`config.mk`:
```
export PLATFORM = sky130hd
export DESIGN_NAME = ebct_top
export DESIGN_NICKNAME = d
export VERILOG_FILES = /design/src/hdl/ebct_pkg.sv /design/src/hdl/ebct_tick_if.sv /design/src/hdl/ebct_clock_unit.sv /design/src/hdl/ebct_top.sv
export VERILOG_INCLUDE_DIRS = /design/src /design/src/hdl
export SDC_FILE = /design/constraint.sdc
export NUM_CORES = 1
export LEC_CHECK = 0
export BUFFER_PORTS_ARGS = -buffer_cell sky130_fd_sc_hd__buf_2
export CAP_MARGIN = 5
export CORE_MARGIN = 1.5
export CORE_UTILIZATION = 46
export DETAILED_ROUTE_END_ITERATION = 10
export PLACE_DENSITY_LB_ADDON = 0.3
export SYNTH_ARGS = -nofsm -noshare
export SYNTH_HDL_FRONTEND = slang
export SYNTH_HIERARCHICAL = 1
export SYNTH_SLANG_ARGS = --single-unit
```
`constraint.sdc`:
```
create_clock -name sys_clk -period 3.5 [get_ports sys_clk]
set_input_delay 0.35 -clock sys_clk [delete_from_list [all_inputs] [get_ports sys_clk]]
set_output_delay 0.35 -clock sys_clk [all_outputs]
set_load 0.01 [all_outputs]
```
`src/hdl/ebct_params.svh`:
```
/*
 Constants of the eight-bit compare timer: encodings, widths, reset values.
 Assumes inclusion by bare name from the package and modules.
*/
`ifndef EBCT_PARAMS_SVH
`define EBCT_PARAMS_SVH

`define EBCT_CNT_W 8
`define EBCT_CNT_ZERO 8'h00
`define EBCT_CNT_MAX 8'hFF
`define EBCT_CNT_ONE 8'h01
`define EBCT_OS_NONE 2'b00
`define EBCT_OS_ZERO 2'b01
`define EBCT_OS_ONE 2'b10
`define EBCT_OS_TOG 2'b11
`define EBCT_CLR_NONE 2'b00
`define EBCT_CLR_A 2'b01
`define EBCT_CLR_B 2'b10
`define EBCT_CLR_PIN 2'b11
`define EBCT_TRG_OFF 2'b00
`define EBCT_TRG_RISE 2'b01
`define EBCT_TRG_FALL 2'b10
`define EBCT_TRG_BOTH 2'b11
`define EBCT_PRE_W 13
`define EBCT_PRE_ZERO 13'h0000
`define EBCT_PRE_ONE 13'h0001
`define EBCT_SEL_W 4
`define EBCT_SEL_STOP 4'h0
`define EBCT_SEL_INT_0 4'h1
`define EBCT_SEL_INT_1 4'h2
`define EBCT_SEL_INT_2 4'h3
`define EBCT_SEL_INT_3 4'h4
`define EBCT_SEL_INT_4 4'h9
`define EBCT_SEL_INT_5 4'hA
`define EBCT_SEL_EXT_RISE 4'h5
`define EBCT_SEL_EXT_FALL 4'h6
`define EBCT_SEL_EXT_BOTH 4'h7
`define EBCT_TAP_0 4'd1
`define EBCT_TAP_1 4'd2
`define EBCT_TAP_2 4'd4
`define EBCT_TAP_3 4'd5
`define EBCT_TAP_4 4'd6
`define EBCT_TAP_5 4'd12

`endif

```
`src/hdl/ebct_pkg.sv`:
```
/*
 Types of the eight-bit compare timer.
 Assumes ebct_params.svh is on the include path.
*/
package ebct_pkg;
`include "ebct_params.svh"

    typedef logic [`EBCT_CNT_W-1:0] ebct_cnt_type;

    // Run state of the counter in trigger mode
    typedef enum logic [1:0] {
        EBCT_RUN = 2'b01,
        EBCT_HALT = 2'b10
    } ebct_run_type;
endpackage

```
`src/hdl/ebct_tick_if.sv`:
```
/*
 Interface carrying count ticks and pin edges from the clock unit to the core.
 Assumes one clock domain.
*/
`timescale 1ns/100ps
interface ebct_tick_if;
    logic count_tick; // One-cycle increment pulse
    logic clear_rise; // Rising edge seen on clear pin
    logic trig_rise; // Rising edge on trigger pin
    logic trig_fall; // Falling edge on trigger pin

    modport src (output count_tick, output clear_rise, output trig_rise, output trig_fall);
    modport dst (input count_tick, input clear_rise, input trig_rise, input trig_fall);
endinterface

```
`src/hdl/ebct_clock_unit.sv`:
```
/*
 Prescaler, clock source select and pin synchronisers for the timer.
 Assumes pins are asynchronous to sys_clk; selection comes from core ports.
*/
`timescale 1ns/100ps
`include "ebct_params.svh"
module ebct_clock_unit
    import ebct_pkg::*;
(
    input wire logic sys_clk, // System clock
    input wire logic sys_rst, // Synchronous reset
    input wire logic clk_en, // Freezes state when low
    input wire logic [`EBCT_SEL_W-1:0] clock_sel, // {internal_clock_sel, clock_sel_2..0}
    input wire logic ext_clock_pin, // External count clock
    input wire logic external_clear_pin, // Clear pin
    input wire logic trigger_input_pin, // Trigger pin
    ebct_tick_if.src tick // Ticks to the core
);

    logic [`EBCT_PRE_W-1:0] pre_q;
    logic [2:0] sync1_q, sync2_q, prev_q;
    logic src_q;
    logic src_d;

    ///////////////////////////////////////////////////////////////////////////
    // Free-running prescaler
    always_ff @(posedge sys_clk) begin
        if (sys_rst) begin
            pre_q <= `EBCT_PRE_ZERO;
        end else if (clk_en) begin
            pre_q <= pre_q + `EBCT_PRE_ONE;
        end
    end

    // Two-stage synchronisers, then a history stage for edge detect
    always_ff @(posedge sys_clk) begin
        if (sys_rst) begin
            sync1_q <= 3'h0;
            sync2_q <= 3'h0;
            prev_q <= 3'h0;
        end else if (clk_en) begin
            sync1_q <= {trigger_input_pin, external_clear_pin, ext_clock_pin};
            sync2_q <= sync1_q;
            prev_q <= sync2_q;
        end
    end

    // Selected source level; internal taps counted on falling edges
    always_comb begin
        case (clock_sel)
            `EBCT_SEL_INT_0: src_d = pre_q[`EBCT_TAP_0];
            `EBCT_SEL_INT_1: src_d = pre_q[`EBCT_TAP_1];
            `EBCT_SEL_INT_2: src_d = pre_q[`EBCT_TAP_2];
            `EBCT_SEL_INT_3: src_d = pre_q[`EBCT_TAP_3];
            `EBCT_SEL_INT_4: src_d = pre_q[`EBCT_TAP_4];
            `EBCT_SEL_INT_5: src_d = pre_q[`EBCT_TAP_5];
            `EBCT_SEL_EXT_RISE: src_d = ~sync2_q[0]; // Pin rise seen as a fall
            `EBCT_SEL_EXT_FALL, `EBCT_SEL_EXT_BOTH: src_d = sync2_q[0];
            default: src_d = 1'b0;
        endcase
    end

    // Source history; a switch seen as a falling edge counts once
    always_ff @(posedge sys_clk) begin
        if (sys_rst) begin
            src_q <= 1'b0;
        end else if (clk_en) begin
            src_q <= src_d;
        end
    end

    // Ticks: falling edge of chosen level, or any edge in both-edge mode
    assign tick.count_tick = (clock_sel == `EBCT_SEL_EXT_BOTH) ? (src_q != src_d)
                           : (src_q & ~src_d);
    assign tick.clear_rise = sync2_q[1] & ~prev_q[1];
    assign tick.trig_rise = sync2_q[2] & ~prev_q[2];
    assign tick.trig_fall = ~sync2_q[2] & prev_q[2];
endmodule

```
`src/hdl/ebct_top.sv`:
```
/*
 Eight-bit up-counter timer with two compare constants, flags, interrupt
 requests, compare output pin, clear sources and trigger start.
 Assumes a processor-side write strobe marks the final state of a write cycle,
 and that pins are asynchronous to sys_clk.
*/
`timescale 1ns/100ps
`include "ebct_params.svh"

// Operation
// - Count up on each selected clock edge
// - Overflow from max to zero sets flag
// - Overflow interrupt when flag and enable set
// - Compare counter against A and B continuously
// - Match pulse in last equal state
// - Match interrupts from flag and enable
// - Match drives pin by select field
// - Select: none, zero, one, toggle
// - Output pin low after reset
// - Clear select 01/10 clears on match
// - Clear select 11 clears on pin rise
// - Trigger mode halts after clear, edge restarts
// - Trigger edge: off, rise, fall, both
// - Clear beats counter write
// - Counter write beats increment
// - Constant write suppresses match pulse
// - Toggle beats one beats zero
// - Internal count on divided falling edges
// - Source switch may add one count
module ebct_top
    import ebct_pkg::*;
(
    input wire logic sys_clk, // System clock, 25 MHz
    input wire logic sys_rst, // Synchronous reset, active high
    input wire logic clk_en, // Clock enable
    input wire logic clock_sel_2, // Clock select bit 2
    input wire logic clock_sel_1, // Clock select bit 1
    input wire logic clock_sel_0, // Clock select bit 0
    input wire logic internal_clock_sel, // Internal clock select
    input wire logic clear_sel_hi, // Clear select high bit
    input wire logic clear_sel_lo, // Clear select low bit
    input wire logic out_sel_a_hi, // Output select A high
    input wire logic out_sel_a_lo, // Output select A low
    input wire logic out_sel_b_hi, // Output select B high
    input wire logic out_sel_b_lo, // Output select B low
    input wire logic trigger_enable, // Trigger mode enable
    input wire logic trigger_edge_hi, // Trigger edge high bit
    input wire logic trigger_edge_lo, // Trigger edge low bit
    input wire logic overflow_irq_enable, // Overflow interrupt enable
    input wire logic match_irq_enable_a, // Match A interrupt enable
    input wire logic match_irq_enable_b, // Match B interrupt enable
    input wire logic count_wr, // Counter write, final state
    input wire logic [7:0] count_wdata, // Counter write data
    input wire logic const_a_wr, // Compare A write, final state
    input wire logic [7:0] const_a_wdata, // Compare A write data
    input wire logic const_b_wr, // Compare B write, final state
    input wire logic [7:0] const_b_wdata, // Compare B write data
    input wire logic flag_clr_ovf, // Clear overflow flag
    input wire logic flag_clr_a, // Clear match flag A
    input wire logic flag_clr_b, // Clear match flag B
    input wire logic ext_clock_pin, // External count clock pin
    input wire logic external_clear_pin, // External clear pin
    input wire logic trigger_input_pin, // Trigger input pin
    output logic [7:0] count_value, // Counter
    output logic [7:0] compare_const_a, // Compare constant A
    output logic [7:0] compare_const_b, // Compare constant B
    output logic overflow_flag, // Overflow flag
    output logic match_flag_a, // Match flag A
    output logic match_flag_b, // Match flag B
    output logic overflow_irq, // Overflow interrupt request
    output logic match_irq_a, // Match A interrupt request
    output logic match_irq_b, // Match B interrupt request
    output logic compare_output_pin, // Compare output pin
    output logic counting // Counter running (not halted)
);

    ebct_tick_if tick ();

    ebct_cnt_type count_q, const_a_q, const_b_q;
    logic ovf_q, match_flag_a_q, match_flag_b_q, pin_q;
    logic ovf_irq_q, irq_a_q, irq_b_q;
    ebct_run_type run_q;
    logic [1:0] clear_sel, trig_sel, os_a, os_b;
    logic match_a, match_b, clear_ev, inc, trig_ev, overflow;

    ///////////////////////////////////////////////////////////////////////////
    // Clock source and pin edges

    ebct_clock_unit u_clock (
        .sys_clk(sys_clk),
        .sys_rst(sys_rst),
        .clk_en(clk_en),
        .clock_sel({internal_clock_sel, clock_sel_2, clock_sel_1, clock_sel_0}),
        .ext_clock_pin(ext_clock_pin),
        .external_clear_pin(external_clear_pin),
        .trigger_input_pin(trigger_input_pin),
        .tick(tick)
    );

    ///////////////////////////////////////////////////////////////////////////
    // Output action applied by one match
    function automatic logic apply_os(input logic [1:0] sel, input logic cur);
        case (sel)
            `EBCT_OS_ZERO: apply_os = 1'b0;
            `EBCT_OS_ONE: apply_os = 1'b1;
            `EBCT_OS_TOG: apply_os = ~cur;
            default: apply_os = cur;
        endcase
    endfunction

    // Field assembly
    assign clear_sel = {clear_sel_hi, clear_sel_lo};
    assign trig_sel = {trigger_edge_hi, trigger_edge_lo};
    assign os_a = {out_sel_a_hi, out_sel_a_lo};
    assign os_b = {out_sel_b_hi, out_sel_b_lo};

    // Match pulse: equal now and stepping away (last equal state), one pulse only
    assign match_a = (count_q == const_a_q) & inc & ~const_a_wr;
    assign match_b = (count_q == const_b_q) & inc & ~const_b_wr;

    // Clear sources
    assign clear_ev = ((clear_sel == `EBCT_CLR_A) & match_a)
                    | ((clear_sel == `EBCT_CLR_B) & match_b)
                    | ((clear_sel == `EBCT_CLR_PIN) & tick.clear_rise);

    // Trigger edge select
    assign trig_ev = ((trig_sel == `EBCT_TRG_RISE) & tick.trig_rise)
                   | ((trig_sel == `EBCT_TRG_FALL) & tick.trig_fall)
                   | ((trig_sel == `EBCT_TRG_BOTH) & (tick.trig_rise | tick.trig_fall));

    // Increment only while running
    assign inc = tick.count_tick & (run_q == EBCT_RUN);
    assign overflow = inc & (count_q == `EBCT_CNT_MAX) & ~count_wr & ~clear_ev;

    ///////////////////////////////////////////////////////////////////////////
    // Counter with clear, write and increment priorities
    always_ff @(posedge sys_clk) begin
        if (sys_rst) begin
            count_q <= `EBCT_CNT_ZERO;
        end else if (clk_en) begin
            if (clear_ev) begin
                count_q <= `EBCT_CNT_ZERO;
            end else if (count_wr) begin
                count_q <= count_wdata;
            end else if (inc) begin
                count_q <= count_q + `EBCT_CNT_ONE;
            end
        end
    end

    // Compare constants
    always_ff @(posedge sys_clk) begin
        if (sys_rst) begin
            const_a_q <= `EBCT_CNT_MAX;
            const_b_q <= `EBCT_CNT_MAX;
        end else if (clk_en) begin
            if (const_a_wr) begin
                const_a_q <= const_a_wdata;
            end
            if (const_b_wr) begin
                const_b_q <= const_b_wdata;
            end
        end
    end

    // Trigger run state: halt after clear, restart on edge
    always_ff @(posedge sys_clk) begin
        if (sys_rst) begin
            run_q <= EBCT_RUN;
        end else if (clk_en) begin
            case (run_q)
                EBCT_RUN: begin
                    if (trigger_enable & clear_ev) begin
                        run_q <= EBCT_HALT;
                    end
                end
                EBCT_HALT: begin
                    if (trig_ev | ~trigger_enable) begin
                        run_q <= EBCT_RUN;
                    end
                end
                default: begin
                    run_q <= EBCT_RUN;
                end
            endcase
        end
    end

    // Sticky flags; set wins over clearing write
    always_ff @(posedge sys_clk) begin
        if (sys_rst) begin
            ovf_q <= 1'b0;
            match_flag_a_q <= 1'b0;
            match_flag_b_q <= 1'b0;
        end else if (clk_en) begin
            ovf_q <= overflow | (ovf_q & ~flag_clr_ovf);
            match_flag_a_q <= match_a | (match_flag_a_q & ~flag_clr_a);
            match_flag_b_q <= match_b | (match_flag_b_q & ~flag_clr_b);
        end
    end

    // Interrupt requests registered from flags and enables
    always_ff @(posedge sys_clk) begin
        if (sys_rst) begin
            ovf_irq_q <= 1'b0;
            irq_a_q <= 1'b0;
            irq_b_q <= 1'b0;
        end else if (clk_en) begin
            ovf_irq_q <= ovf_q & overflow_irq_enable;
            irq_a_q <= match_flag_a_q & match_irq_enable_a;
            irq_b_q <= match_flag_b_q & match_irq_enable_b;
        end
    end

    // Compare output pin; simultaneous matches resolved toggle > 1 > 0
    always_ff @(posedge sys_clk) begin
        if (sys_rst) begin
            pin_q <= 1'b0;
        end else if (clk_en) begin
            if (match_a & match_b) begin
                if ((os_a == `EBCT_OS_TOG) | (os_b == `EBCT_OS_TOG)) begin
                    pin_q <= ~pin_q;
                end else if ((os_a == `EBCT_OS_ONE) | (os_b == `EBCT_OS_ONE)) begin
                    pin_q <= 1'b1;
                end else if ((os_a == `EBCT_OS_ZERO) | (os_b == `EBCT_OS_ZERO)) begin
                    pin_q <= 1'b0;
                end
            end else if (match_a) begin
                pin_q <= apply_os(os_a, pin_q);
            end else if (match_b) begin
                pin_q <= apply_os(os_b, pin_q);
            end
        end
    end

    ///////////////////////////////////////////////////////////////////////////
    // Outputs straight from flip-flops
    assign count_value = count_q;
    assign compare_const_a = const_a_q;
    assign compare_const_b = const_b_q;
    assign overflow_flag = ovf_q;
    assign match_flag_a = match_flag_a_q;
    assign match_flag_b = match_flag_b_q;
    assign overflow_irq = ovf_irq_q;
    assign match_irq_a = irq_a_q;
    assign match_irq_b = irq_b_q;
    assign compare_output_pin = pin_q;
    assign counting = run_q[0]; // One-hot run bit
endmodule

```
==> key figures, run 1 <==
Run status
  • Status: completed

Pwr
  • Logic pwr share: 14.7%
  • Power Dens Cells: 361 mW/mm²
  • Switching share of power: 27.2%
  • Peak supply drop: 0.000220 V
  • P_sw: ~0.33 mW
  • Clk pwr share: between 30% and 40%
  • Int Power: 0.894 mW
  • Sequential Power Share: between 50% and 60%
  • Leak pwr: 1.46 nW
  • Pwr Total: between 1 and 1.5 mW

Clock network
  • Worst skew pair latency: 0.31 ns
  • CTS tree: yes
  • CTS Sinks: 55
  • Clk buf depth: 2
  • Root buffer cell: clkbuf_8
  • Clk slew on worst S/H paths: 0.10 ns
  • TritonCTS Buffers: 5
  • H-tree Lvls: 2

Floorplan
  • Cell Rows: 28
  • Die Area: 0.00659 mm²
  • Die Span Y: 81.2 µm
  • Ports: 84
  • Starting Density: about 48%
  • Die width: ~81 µm
  • Core Footprint: between 0.005 and 0.006 mm²

Route
  • Total wire length: 6810 µm
  • Vias: around 2600
  • Vias per inst: 5.34
  • Drt first pass iters: 4
  • DRC viols: 0
  • DRT antenna net count: 0
  • Wire per inst: 13.9 µm
  • DRT iter0 DRCs: 141

Worst setup path
  • Worst path bufs/invs: 1
  • CP Class: reg2reg
  • Delay of the slowest critical-path stage: around 0.56 ns
  • Critical path required time: 3.70 ns
  • CP max FO: 5
  • Critical Path, Cell by Cell: nor2b_1 > o21ai_0 > a2111oi_2 > nor2_1 > ha_1 > o21ai_0 > buf_4 > nand3b_4 > or4_4 > o41ai_4 > a22oi_2 > or3_1 > o31a_1
  • Most frequent cell on the critical path: o21ai_0
  • CP max-delay cell: or4_4
  • Critical path arrival: 3.51 ns
  • CP delay by family, top: simple AND/OR/NAND/NOR gates
  • CP Launch Type: flop
  • Setup crit end kind: flop

Flow run
  • Max Cap Viol: 0

Synthesis
  • Avg Cell Area, Syn: 8.37 µm²
  • Unique masters post-synth: 52
  • EDFF count, synth: 0
  • Synth cell count leaders: dfxtp_1 (55), nand2_1 (48), nand3_1 (43)
  • Seq cells post-synth: 55
  • Most used DFF post-synth: dfxtp_1
  • Synth Warn #: 6
  • Mapped Area: roughly 0.0028 mm²
  • Synth async-reset ratio: 0%
  • Synth area leaders: dfxtp_1 (39%), nand3_1 (7.7%), nand2_1 (6.4%)
  • Synth area leader: dfxtp_1
  • Post-synth top area share: 39.1%
  • Syn nets: 391
  • Seq/Total Area, Yosys: 39.1%
  • Syn Inst Count: 336
  • Most common cell in the netlist: dfxtp_1

Placement
  • RD Place Congestion: 0.826
  • Final HPWL DP: approximately 5100 µm
  • Placed cell area: about 0.0033 mm²
  • Dpl cells: 482
  • Port buffer count: 83

GRT
  • Vias in the first global route: 2441
  • GRT overflow: 0
  • Pin count of the biggest net entering global routing: 32
  • First-pass GRT wire length: between 10000 and 15000 µm
  • Initial antenna violation count: 0
  • Total GRT Usage: 21.2%

Cells and area
  • Multi-input logic area: roughly 0.0016 mm²
  • Core Util, Final: 57.4%
  • Layout Nets: 470
  • Register Area: 0.00110 mm²
  • Final Cell Area: about 0.0034 mm²
  • Ratio of cells with drive above 1 in the final layout: 27.2%
  • Synth-to-layout area growth: 20.9%
  • # diodes: 0
  • Final Non-Filler Cells: between 400 and 500
  • Fill count: 583

STA
  • Setup TNS: 0 ns
  • Endpoints failing setup: 0
  • Final Hold Fails: 0
  • Maximum clock frequency: 303 MHz
  • Skew final: 0.00632 ns
  • RSZ-0062 raised after global routing: false
  • Final period util: 94.4%
  • Slew headroom: 58.3%
  • Worst-Margin Slew: 0.625 ns
  • Slew Viols, Final: 0
  • Tmin final: 3.31 ns

Hold path
  • Worst hold path class: in2reg
logic make-up (layout without fill, tap and decap cells):
kind of cell             after synthesis  count (layout)  share of synthesized area, %
multiplexers                          10              10                          3.56
buffers and inverters                 26             106                          4.49
AND/OR/NAND/NOR                      170             170                          31.1
flip-flops                            55              55                          39.1
AO/OA/AOI/OAI                         45              45                          11.9
XOR/XNOR                              27              27                          8.41
adder cells (fa/ha/maj)                3               3                          1.33
area by class of cell:
cell class / instances / area share (%)
well taps: 75 / 2.76
multi-input cells: 255 / 47.1
repair buffers: 92 / 14.2
inverters: 6 / 0.662
flip-flops and latches: 55 / 32.4
clock inverters: 2 / 0.405
clock buffers: 6 / 2.43
what timing repair did:
item	CTS	global route
hold buffers	0	0
resized for setup	0	3
endpoints found under the setup margin	0	7
setup buffers	0	1
power groups by stage:
| stage | Clock, mW | Sequential [mW] | Combinational, mW |
|---|---|---|---|
| 6_report | 0.368 | 0.679 | 0.181 |
| 5_1_grt | 0.403 | 0.683 | 0.204 |
| 4_1_cts | 0.380 | 0.679 | 0.180 |
| 3_5_place_dp | 0 | 0.693 | 0.179 |
| 3_3_place_gp | 0 | 0.693 | 0.175 |
| 2_1_floorplan | 0 | 0.691 | 0.108 |
registers in the layout, indices dropped and copies added (netlist names), 2 cells and up:
signal and flops:
compare_const_a 8, compare_const_b 8, count_value 8, run_q 2
u_clock/pre_q 13, u_clock/prev_q 2, u_clock/sync1_q 3, u_clock/sync2_q 3
per-layer routing:
metal	wire length, µm	track usage, %	up-vias	part of all wire [%]
met5	0	0	-	0
met4	57	6.38	0	0.84
met3	332	4.49	5	4.9
met2	3270	34.6	71	48
met1	3160	28.1	1198	46
li1	-	-	1350	-
stage by stage:
step           hold WS (ns)  worst slack (ns)
2_1_floorplan         0.419            0.0552
3_3_place_gp          0.442            0.0689
3_5_place_dp          0.451           -0.0132
4_1_cts               0.275             0.127
5_1_grt               0.294            0.0109
6_report              0.282             0.194
worst min-delay path, stage by stage:
cell and delay, ns:
buf_2 0.07, nand3_1 0.06, nand3_1 0.07
path summary, 6_finish.rpt:
| kind | startpoint | end | slack (ns) | depth (start not counted) |
|---|---|---|---|---|
| setup / recovery | u_clock/pre_q[6]$_SDFFE_PP0P_ | run_q[0]$_SDFFE_PP1P_ | 0.19 | 13 |
| hold / removal | const_b_wdata[2] | compare_const_b[2]$_SDFFE_PP1P_ | 0.28 | 3 |
| setup reg to reg | u_clock/pre_q[6]$_SDFFE_PP0P_ | run_q[0]$_SDFFE_PP1P_ | 0.19 | 13 |
| hold reg to reg | match_irq_b$_SDFFE_PP0P_ | match_irq_b$_SDFFE_PP0P_ | 0.46 | 2 |
placed cells by master (no fill, tap or decap), types with 2 or more instances in the layout:
| master | synthesis | final |
|---|---|---|
| a21oi_1 | 8 | 8 |
| a22oi_1 | 5 | 5 |
| a31oi_1 | 2 | 2 |
| a32o_1 | 2 | 2 |
| and3_1 | 2 | 2 |
| and3b_1 | 2 | 2 |
| buf_2 | 2 | 83 |
| buf_4 | 0 | 9 |
| clkbuf_8 | 1 | 6 |
| dfxtp_1 | 55 | 54 |
| ha_1 | 3 | 3 |
| inv_1 | 6 | 6 |
| mux2i_1 | 10 | 10 |
| nand2_1 | 48 | 48 |
| nand2b_1 | 3 | 3 |
| nand3_1 | 43 | 42 |
| nand3b_1 | 3 | 3 |
| nand4_1 | 10 | 10 |
| nor2_1 | 30 | 30 |
| nor2b_1 | 5 | 5 |
| nor3_1 | 9 | 9 |
| nor3b_1 | 3 | 3 |
| nor4_1 | 3 | 3 |
| o211ai_1 | 4 | 4 |
| o21ai_0 | 6 | 6 |
| o21ai_1 | 2 | 2 |
| o31a_1 | 2 | 2 |
| o31ai_1 | 2 | 2 |
| or3_2 | 2 | 2 |
| or4_4 | 2 | 2 |
| xnor2_1 | 17 | 17 |
| xor2_1 | 10 | 10 |
(Power assumes the default switching activity.)
==> inputs of run 2 (changes only) <==
--- a/config.mk
+++ b/config.mk
@@ -7,11 +7,11 @@
 export NUM_CORES = 1
 export LEC_CHECK = 0
 export BUFFER_PORTS_ARGS = -buffer_cell sky130_fd_sc_hd__buf_2
-export CAP_MARGIN = 5
-export CORE_MARGIN = 1.5
+export CORE_MARGIN = 4
 export CORE_UTILIZATION = 46
 export DETAILED_ROUTE_END_ITERATION = 10
 export PLACE_DENSITY_LB_ADDON = 0.3
+export REMOVE_ABC_BUFFERS = 1
 export SYNTH_ARGS = -nofsm -noshare
 export SYNTH_HDL_FRONTEND = slang
 export SYNTH_HIERARCHICAL = 1
==> run 2 against run 1 <==
Utilization is essentially flat. Clock power grew 5.7%. Register-to-register slack lost 0.03 ns. Power grew 2.0%. Hold slack lost 0.013 ns. Non-clock buffer count shrank 1. Sequential power is essentially flat. Maximum frequency shrank 0.76%. Highest routed layer unchanged.
==> key figures, run 2 (synthesis gave the netlist of run 1 again) <==
GRT
  • Initial antenna violation count: 0 (unchanged)
  • Total GRT Usage: 19.0% (was 21.2%)
  • Pin count of the biggest net entering global routing: 34 (was 32)
  • GRT overflow: 0 (unchanged)
  • Vias in the first global route: 2382 (was 2441)
  • First-pass GRT wire length: 11400 µm (was 11000 µm)

Worst setup path
  • Most frequent cell on the critical path: o21ai_0 (unchanged)
  • CP delay by family, top: simple AND/OR/NAND/NOR gates (unchanged)
  • Critical path arrival: 3.54 ns (was 3.51 ns)
  • Delay of the slowest critical-path stage: 0.56 ns (about the same)
  • Critical path required time: 3.71 ns (was 3.70 ns)
  • Setup crit end kind: flop (unchanged)
  • CP max FO: 5 (unchanged)
  • CP max-delay cell: or4_4 (unchanged)
  • CP Class: reg2reg (unchanged)
  • Worst path bufs/invs: 1 (unchanged)
  • Critical Path, Cell by Cell: nor2b_1 > o21ai_0 > a2111oi_2 > nor2_1 > ha_1 > o21ai_0 > buf_4 > nand3b_4 > or4_4 > o41ai_4 > a22oi_2 > or3_1 > o31a_1 (unchanged)
  • CP Launch Type: flop (unchanged)

Cells and area
  • Max FFs per register: 13 (unchanged)
  • Most frequent cells in the layout: buf_2 (83), dfxtp_1 (53), nand2_1 (48) (was buf_2 (83), dfxtp_1 (54), nand2_1 (48))
  • Fill count: 565 (was 583)
  • Layout Nets: 469 (was 470)
  • # diodes: 0 (unchanged)
  • Reg with most FFs: u_clock/pre_q (unchanged)
  • Ratio of cells with drive above 1 in the final layout: 27.0% (was 27.2%)
  • Most common cell after layout, fill and taps aside: buf_2 (unchanged)
  • Synth-to-layout area growth: 20.8% (was 20.9%)
  • Core Util, Final: 57.4% (about the same)

Route
  • Drt first pass iters: 4 (unchanged)
  • DRT antenna net count: 0 (unchanged)
  • DRC viols: 0 (unchanged)
  • Vias: 2687 (was 2624)
  • Vias per inst: 5.48 (was 5.34)
  • DRT iter0 DRCs: 86 (was 141)
  • Total wire length: 7160 µm (was 6810 µm)
  • Wire per inst: 14.6 µm (was 13.9 µm)

STA
  • Final period util: 95.2% (was 94.4%)
  • Skew final: 0.00653 ns (was 0.00632 ns)
  • Tmin final: 3.33 ns (was 3.31 ns)
  • Final setup margin: 0.169 ns (was 0.194 ns)
  • Endpoints failing setup: 0 (unchanged)
  • Slew Viols, Final: 0 (unchanged)
  • RSZ-0062 raised after global routing: false (unchanged)
  • Final Hold Fails: 0 (unchanged)
  • Slew headroom: 55.7% (was 58.3%)
  • Worst-Margin Slew: 0.663 ns (was 0.625 ns)
  • Min Hold Slack: 0.268 ns (was 0.282 ns)
  • Maximum clock frequency: 300 MHz (was 303 MHz)

Clock network
  • CTS tree: yes (unchanged)
  • Root buffer cell: clkbuf_8 (unchanged)
  • Clk buf depth: 2 (unchanged)
  • Worst skew pair latency: 0.31 ns (about the same)
  • TritonCTS Buffers: 5 (unchanged)
  • CTS Sinks: 55 (unchanged)
  • Setup Buffers After CTS: 0 (unchanged)
  • H-tree Lvls: 2 (unchanged)
  • Clk slew on worst S/H paths: 0.10 ns (about the same)

Flow run
  • Max Cap Viol: 0 (unchanged)

Pwr
  • Peak supply drop: 0.000184 V (was 0.000220 V)
  • Int Power: 0.912 mW (was 0.894 mW)
  • Switching share of power: 27.1% (was 27.2%)
  • Logic pwr share: 14.6% (was 14.7%)
  • Clk pwr share: 31.1% (was 30.0%)
  • Sequential Power Share: 54.3% (was 55.3%)
  • Power Dens Cells: 368 mW/mm² (was 361 mW/mm²)
  • P_sw: 0.339 mW (was 0.334 mW)
  • Leak pwr: 1.46 nW (about the same)

Placement
  • Setup WS pre-CTS: -0.0295 ns (was -0.0132 ns)
  • RD Place Congestion: 0.878 (was 0.826)
  • Port buffer count: 83 (unchanged)
  • Final HPWL DP: 5290 µm (was 5090 µm)

Floorplan
  • Starting Density: 47.5% (unchanged)
  • Ports: 84 (unchanged)
  • Die Area: 0.00743 mm² (was 0.00659 mm²)
  • Cell Rows: 28 (unchanged)
  • Die width: 86.2 µm (was 81.2 µm)
  • Core Footprint: 0.00592 mm² (unchanged)
  • Die Span Y: 86.2 µm (was 81.2 µm)

Run status
  • Status: completed (unchanged)

Hold path
  • Worst hold path class: in2reg (unchanged)
[run 2: cell types whose count changed in the layout (fill, tap and decap cells not counted)]
cell      before  now
buf_4          9    8
clkbuf_1       0    1
clkbuf_8       6    7
clkinv_2       1    0
dfxtp_1       54   53
dfxtp_2        1    2
inv_6          1    0
[run 2: layer usage]
| metal | GRT usage [%] | routed length, µm | vias to the layer above |
|---|---|---|---|
| li1 | - | - | 1353 |
| met1 | 25.4 | 3170 | 1238 |
| met2 | 30.5 | 3280 | 90 |
| met3 | 5.04 | 641 | 6 |
| met4 | 5.24 | 65 | 0 |
| met5 | 0 | 0 | - |
[run 2: final timing paths]
kind | cells past startpoint | start | slack (ns) | to
setup / recovery | 13 | u_clock/pre_q[6]$_SDFFE_PP0P_ | 0.17 | run_q[0]$_SDFFE_PP1P_
hold / removal | 3 | const_b_wdata[4] | 0.27 | compare_const_b[4]$_SDFFE_PP1P_
setup reg to reg | 13 | u_clock/pre_q[6]$_SDFFE_PP0P_ | 0.17 | run_q[0]$_SDFFE_PP1P_
hold reg to reg | 2 | match_irq_a$_SDFFE_PP0P_ | 0.46 | match_irq_a$_SDFFE_PP0P_
[run 2: through the flow]
| stage | total power [mW] | std cells | TNS [ns] | cell area [µm²] |
|---|---|---|---|---|
| floorplan | 0.776 | 316 | 0 | 2710 |
| global placement | 0.870 | 482 | 0 | 3280 |
| detailed placement | 0.874 | 482 | -0.0975 | 3280 |
| CTS | 1.26 | 490 | 0 | 3380 |
| global route | 1.32 | 490 | 0 | 3400 |
| finish | 1.25 | 490 | 0 | 3400 |
[run 2: area by class of cell]
type / instances / area, µm² / share of cell area, %
Multi-Input combinational cell: 255 / 1600 / 47.1
Sequential cell: 55 / 1100 / 32.5
Tap cell: 75 / 93.8 / 2.76
Inverter: 6 / 22.5 / 0.663
Timing Repair Buffer: 91 / 475 / 14.0
Clock buffer: 8 / 100 / 2.95
[run 2: repair_timing]
action,CTS,global route
hold buffers,0,0
setup endpoints to repair,0,7
gates resized for setup,0,4
[run 2: worst reg2reg max path, delay by kind of cell, from the launching register on]
kind	cells	cell delay (ns)
buffers and inverters	1	0.14
DFF	1	0.37
adders and majority gates	1	0.27
and+or+nand+nor	5	1.28
AOI/OAI and AO/OA	6	1.17
[run 2: power by group through the flow]
stage	registers (mW)	logic, mW	clock network, mW
CTS	0.679	0.182	0.398
floorplan	0.695	0.0817	0
global placement	0.693	0.177	0
detailed placement	0.694	0.181	0
global route	0.683	0.204	0.428
finish	0.679	0.183	0.389
==> inputs of run 3 (changes only) <==
--- a/config.mk
+++ b/config.mk
@@ -8,7 +8,7 @@
 export LEC_CHECK = 0
 export BUFFER_PORTS_ARGS = -buffer_cell sky130_fd_sc_hd__buf_2
 export CORE_MARGIN = 4
-export CORE_UTILIZATION = 46
+export CORE_UTILIZATION = 50
 export DETAILED_ROUTE_END_ITERATION = 10
 export PLACE_DENSITY_LB_ADDON = 0.3
 export REMOVE_ABC_BUFFERS = 1
==> constraint.sdc (replaced) <==
create_clock -name sys_clk -period 4.3 [get_ports sys_clk]
set_input_delay 0.43 -clock sys_clk [delete_from_list [all_inputs] [get_ports sys_clk]]
set_output_delay 0.43 -clock sys_clk [all_outputs]
set_load 0.01 [all_outputs]
==> run 3 against run 2 <==
Clock power fell by 24%. Power fell by 21%. Critical path type unchanged. Cell count fell by 2.0%. Via count fell by 2.5%. First-iteration DRC count rose to 2.6 times the previous value. Non-clock buffer count fell by 7. Flip-flop and latch count did not move. Count of clock-buffer cells in the layout fell by 3. Critical endpoint unchanged. Hold slack improved by 0.075 ns. Combinational power fell by 21%. Routed wire length fell by 3.1%.
==> key figures, run 3 (synthesis gave the netlist of run 1 again) <==
STA
  • Slew Viols, Final: 0 (unchanged)
  • Skew final: 0.0126 ns (was 0.00653 ns)
  • Setup TNS: 0 ns (unchanged)
  • Slew headroom: 56.5% (was 55.7%)
  • Maximum clock frequency: 278 MHz (was 300 MHz)
  • Tmin final: 3.60 ns (was 3.33 ns)
  • Final setup margin: 0.704 ns (was 0.169 ns)
  • Endpoints failing setup: 0 (unchanged)
  • Worst-Margin Slew: 0.652 ns (was 0.663 ns)
  • RSZ-0062 raised after global routing: false (unchanged)
  • Min Hold Slack: 0.343 ns (was 0.268 ns)
  • Final Hold Fails: 0 (unchanged)
  • Final period util: 83.6% (was 95.2%)

Clock network
  • H-tree Lvls: 2 (unchanged)
  • TritonCTS Buffers: 5 (unchanged)
  • CTS tree: yes (unchanged)
  • Clk buf depth: 2 (unchanged)
  • CTS Sinks: 55 (unchanged)
  • Worst skew pair latency: 0.32 ns (was 0.31 ns)
  • Root buffer cell: clkbuf_8 (unchanged)
  • # hold bufs at CTS: 0 (unchanged)
  • Post-CTS sizing: 0 (unchanged)
  • Clk slew on worst S/H paths: 0.11 ns (was 0.10 ns)
  • Setup Buffers After CTS: 0 (unchanged)

Floorplan
  • Starting Density: 51.4% (was 47.5%)
  • Ports: 84 (unchanged)
  • Core Footprint: 0.00547 mm² (was 0.00592 mm²)
  • Die width: 83 µm (was 86.2 µm)
  • Die Span Y: 83 µm (was 86.2 µm)
  • Die Area: 0.00689 mm² (was 0.00743 mm²)
  • Cell Rows: 27 (was 28)

GRT
  • Initial antenna violation count: 0 (unchanged)
  • Vias in the first global route: 2315 (was 2382)
  • Pin count of the biggest net entering global routing: 32 (was 34)
  • Total GRT Usage: 19.4% (was 19.0%)
  • GRT overflow: 0 (unchanged)
  • First-pass GRT wire length: 11200 µm (was 11400 µm)

Cells and area
  • Ratio of cells with drive above 1 in the final layout: 25.2% (was 27.0%)
  • # diodes: 0 (unchanged)
  • Most common cell after layout, fill and taps aside: buf_2 (unchanged)
  • Most frequent cells in the layout: buf_2 (83), dfxtp_1 (55), nand2_1 (48) (was buf_2 (83), dfxtp_1 (53), nand2_1 (48))
  • Max FFs per register: 13 (unchanged)
  • Reg with most FFs: u_clock/pre_q (unchanged)
  • Final Non-Filler Cells: 480 (was 490)
  • Layout Nets: 462 (was 469)
  • Synth-to-layout area growth: 17.8% (was 20.8%)

Placement
  • RD Place Congestion: 0.824 (was 0.878)
  • Setup WS pre-CTS: 0.440 ns (was -0.0295 ns)
  • Port buffer count: 83 (unchanged)
  • Final HPWL DP: 5060 µm (was 5290 µm)
  • Dpl cells: 472 (was 482)

Pwr
  • Power Dens Cells: 299 mW/mm² (was 368 mW/mm²)
  • Leak pwr: 1.39 nW (was 1.46 nW)
  • Pwr Total: 0.990 mW (was 1.25 mW)
  • Peak supply drop: 0.000150 V (was 0.000184 V)

Worst setup path
  • CP Class: reg2reg (unchanged)
  • Critical path arrival: 3.80 ns (was 3.54 ns)
  • Critical path required time: 4.51 ns (was 3.71 ns)
  • CP Launch Type: flop (unchanged)
  • Setup crit end kind: flop (unchanged)
  • CP max FO: 9 (was 5)

Route
  • DRT antenna net count: 0 (unchanged)
  • DRC viols: 0 (unchanged)
  • Total wire length: 6940 µm (was 7160 µm)
  • Vias per inst: 5.46 (was 5.48)
  • Vias: 2619 (was 2687)
  • Wire per inst: 14.5 µm (was 14.6 µm)
  • Drt first pass iters: 4 (unchanged)
  • DRT iter0 DRCs: 222 (was 86)

Hold path
  • Worst hold path class: in2reg (unchanged)

Flow run
  • Max Cap Viol: 0 (unchanged)

Run status
  • Status: completed (unchanged)
run 3: cell type report:
cell class / instances / area (µm²)
clock buffers: 5 / 68.8
clock inverters: 3 / 22.5
fillers: 501 / 2160
inverters: 6 / 22.5
multi-input cells: 255 / 1590
flip-flops and latches: 55 / 1100
well taps: 72 / 90.1
repair buffers: 84 / 423
run 3: power breakdown:
part	switching [mW]	internal, mW
registers	0.0245	0.529
logic	0.0801	0.0635
clock network	0.177	0.117
run 3: layer usage:
metal  track usage [%]  up-vias  wire length [µm]
met1              25.7     1208              3120
met5                 0        -                 0
met3              4.86        8               417
li1                  -     1330                 -
met4              4.75        0                91
met2              31.6       73              3310
run 3: worst paths after layout:
check,start,end,slack (ns),depth (start not counted)
worst max register to register,u_clock/pre_q[2]$_SDFFE_PP0P_,run_q[0]$_SDFFE_PP1P_,0.70,11
worst max-delay path,u_clock/pre_q[2]$_SDFFE_PP0P_,run_q[0]$_SDFFE_PP1P_,0.70,11
worst min-delay path,const_a_wdata[5],compare_const_a[5]$_SDFFE_PP1P_,0.34,3
worst min register to register,match_irq_b$_SDFFE_PP0P_,match_irq_b$_SDFFE_PP0P_,0.46,2
run 3: critical path: stages, from the launching register on:
cell and delay [ns]:
dfxtp_1 0.48, a31oi_1 0.13, a2111oi_2 0.42, nor2_1 0.08, ha_1 0.28, o21ai_0 0.34
nand3b_4 0.15, or4_4 0.57, nor4_4 0.29, a22oi_2 0.20, or3_1 0.42, o31a_1 0.12
run 3: per-stage QoR:
step                utilization (%)  instance area, µm²
floorplan                         -                2710
global placement               58.9                3220
detailed placement             58.9                3220
CTS                            60.5                3310
global route                   60.5                3310
finish                         60.5                3310
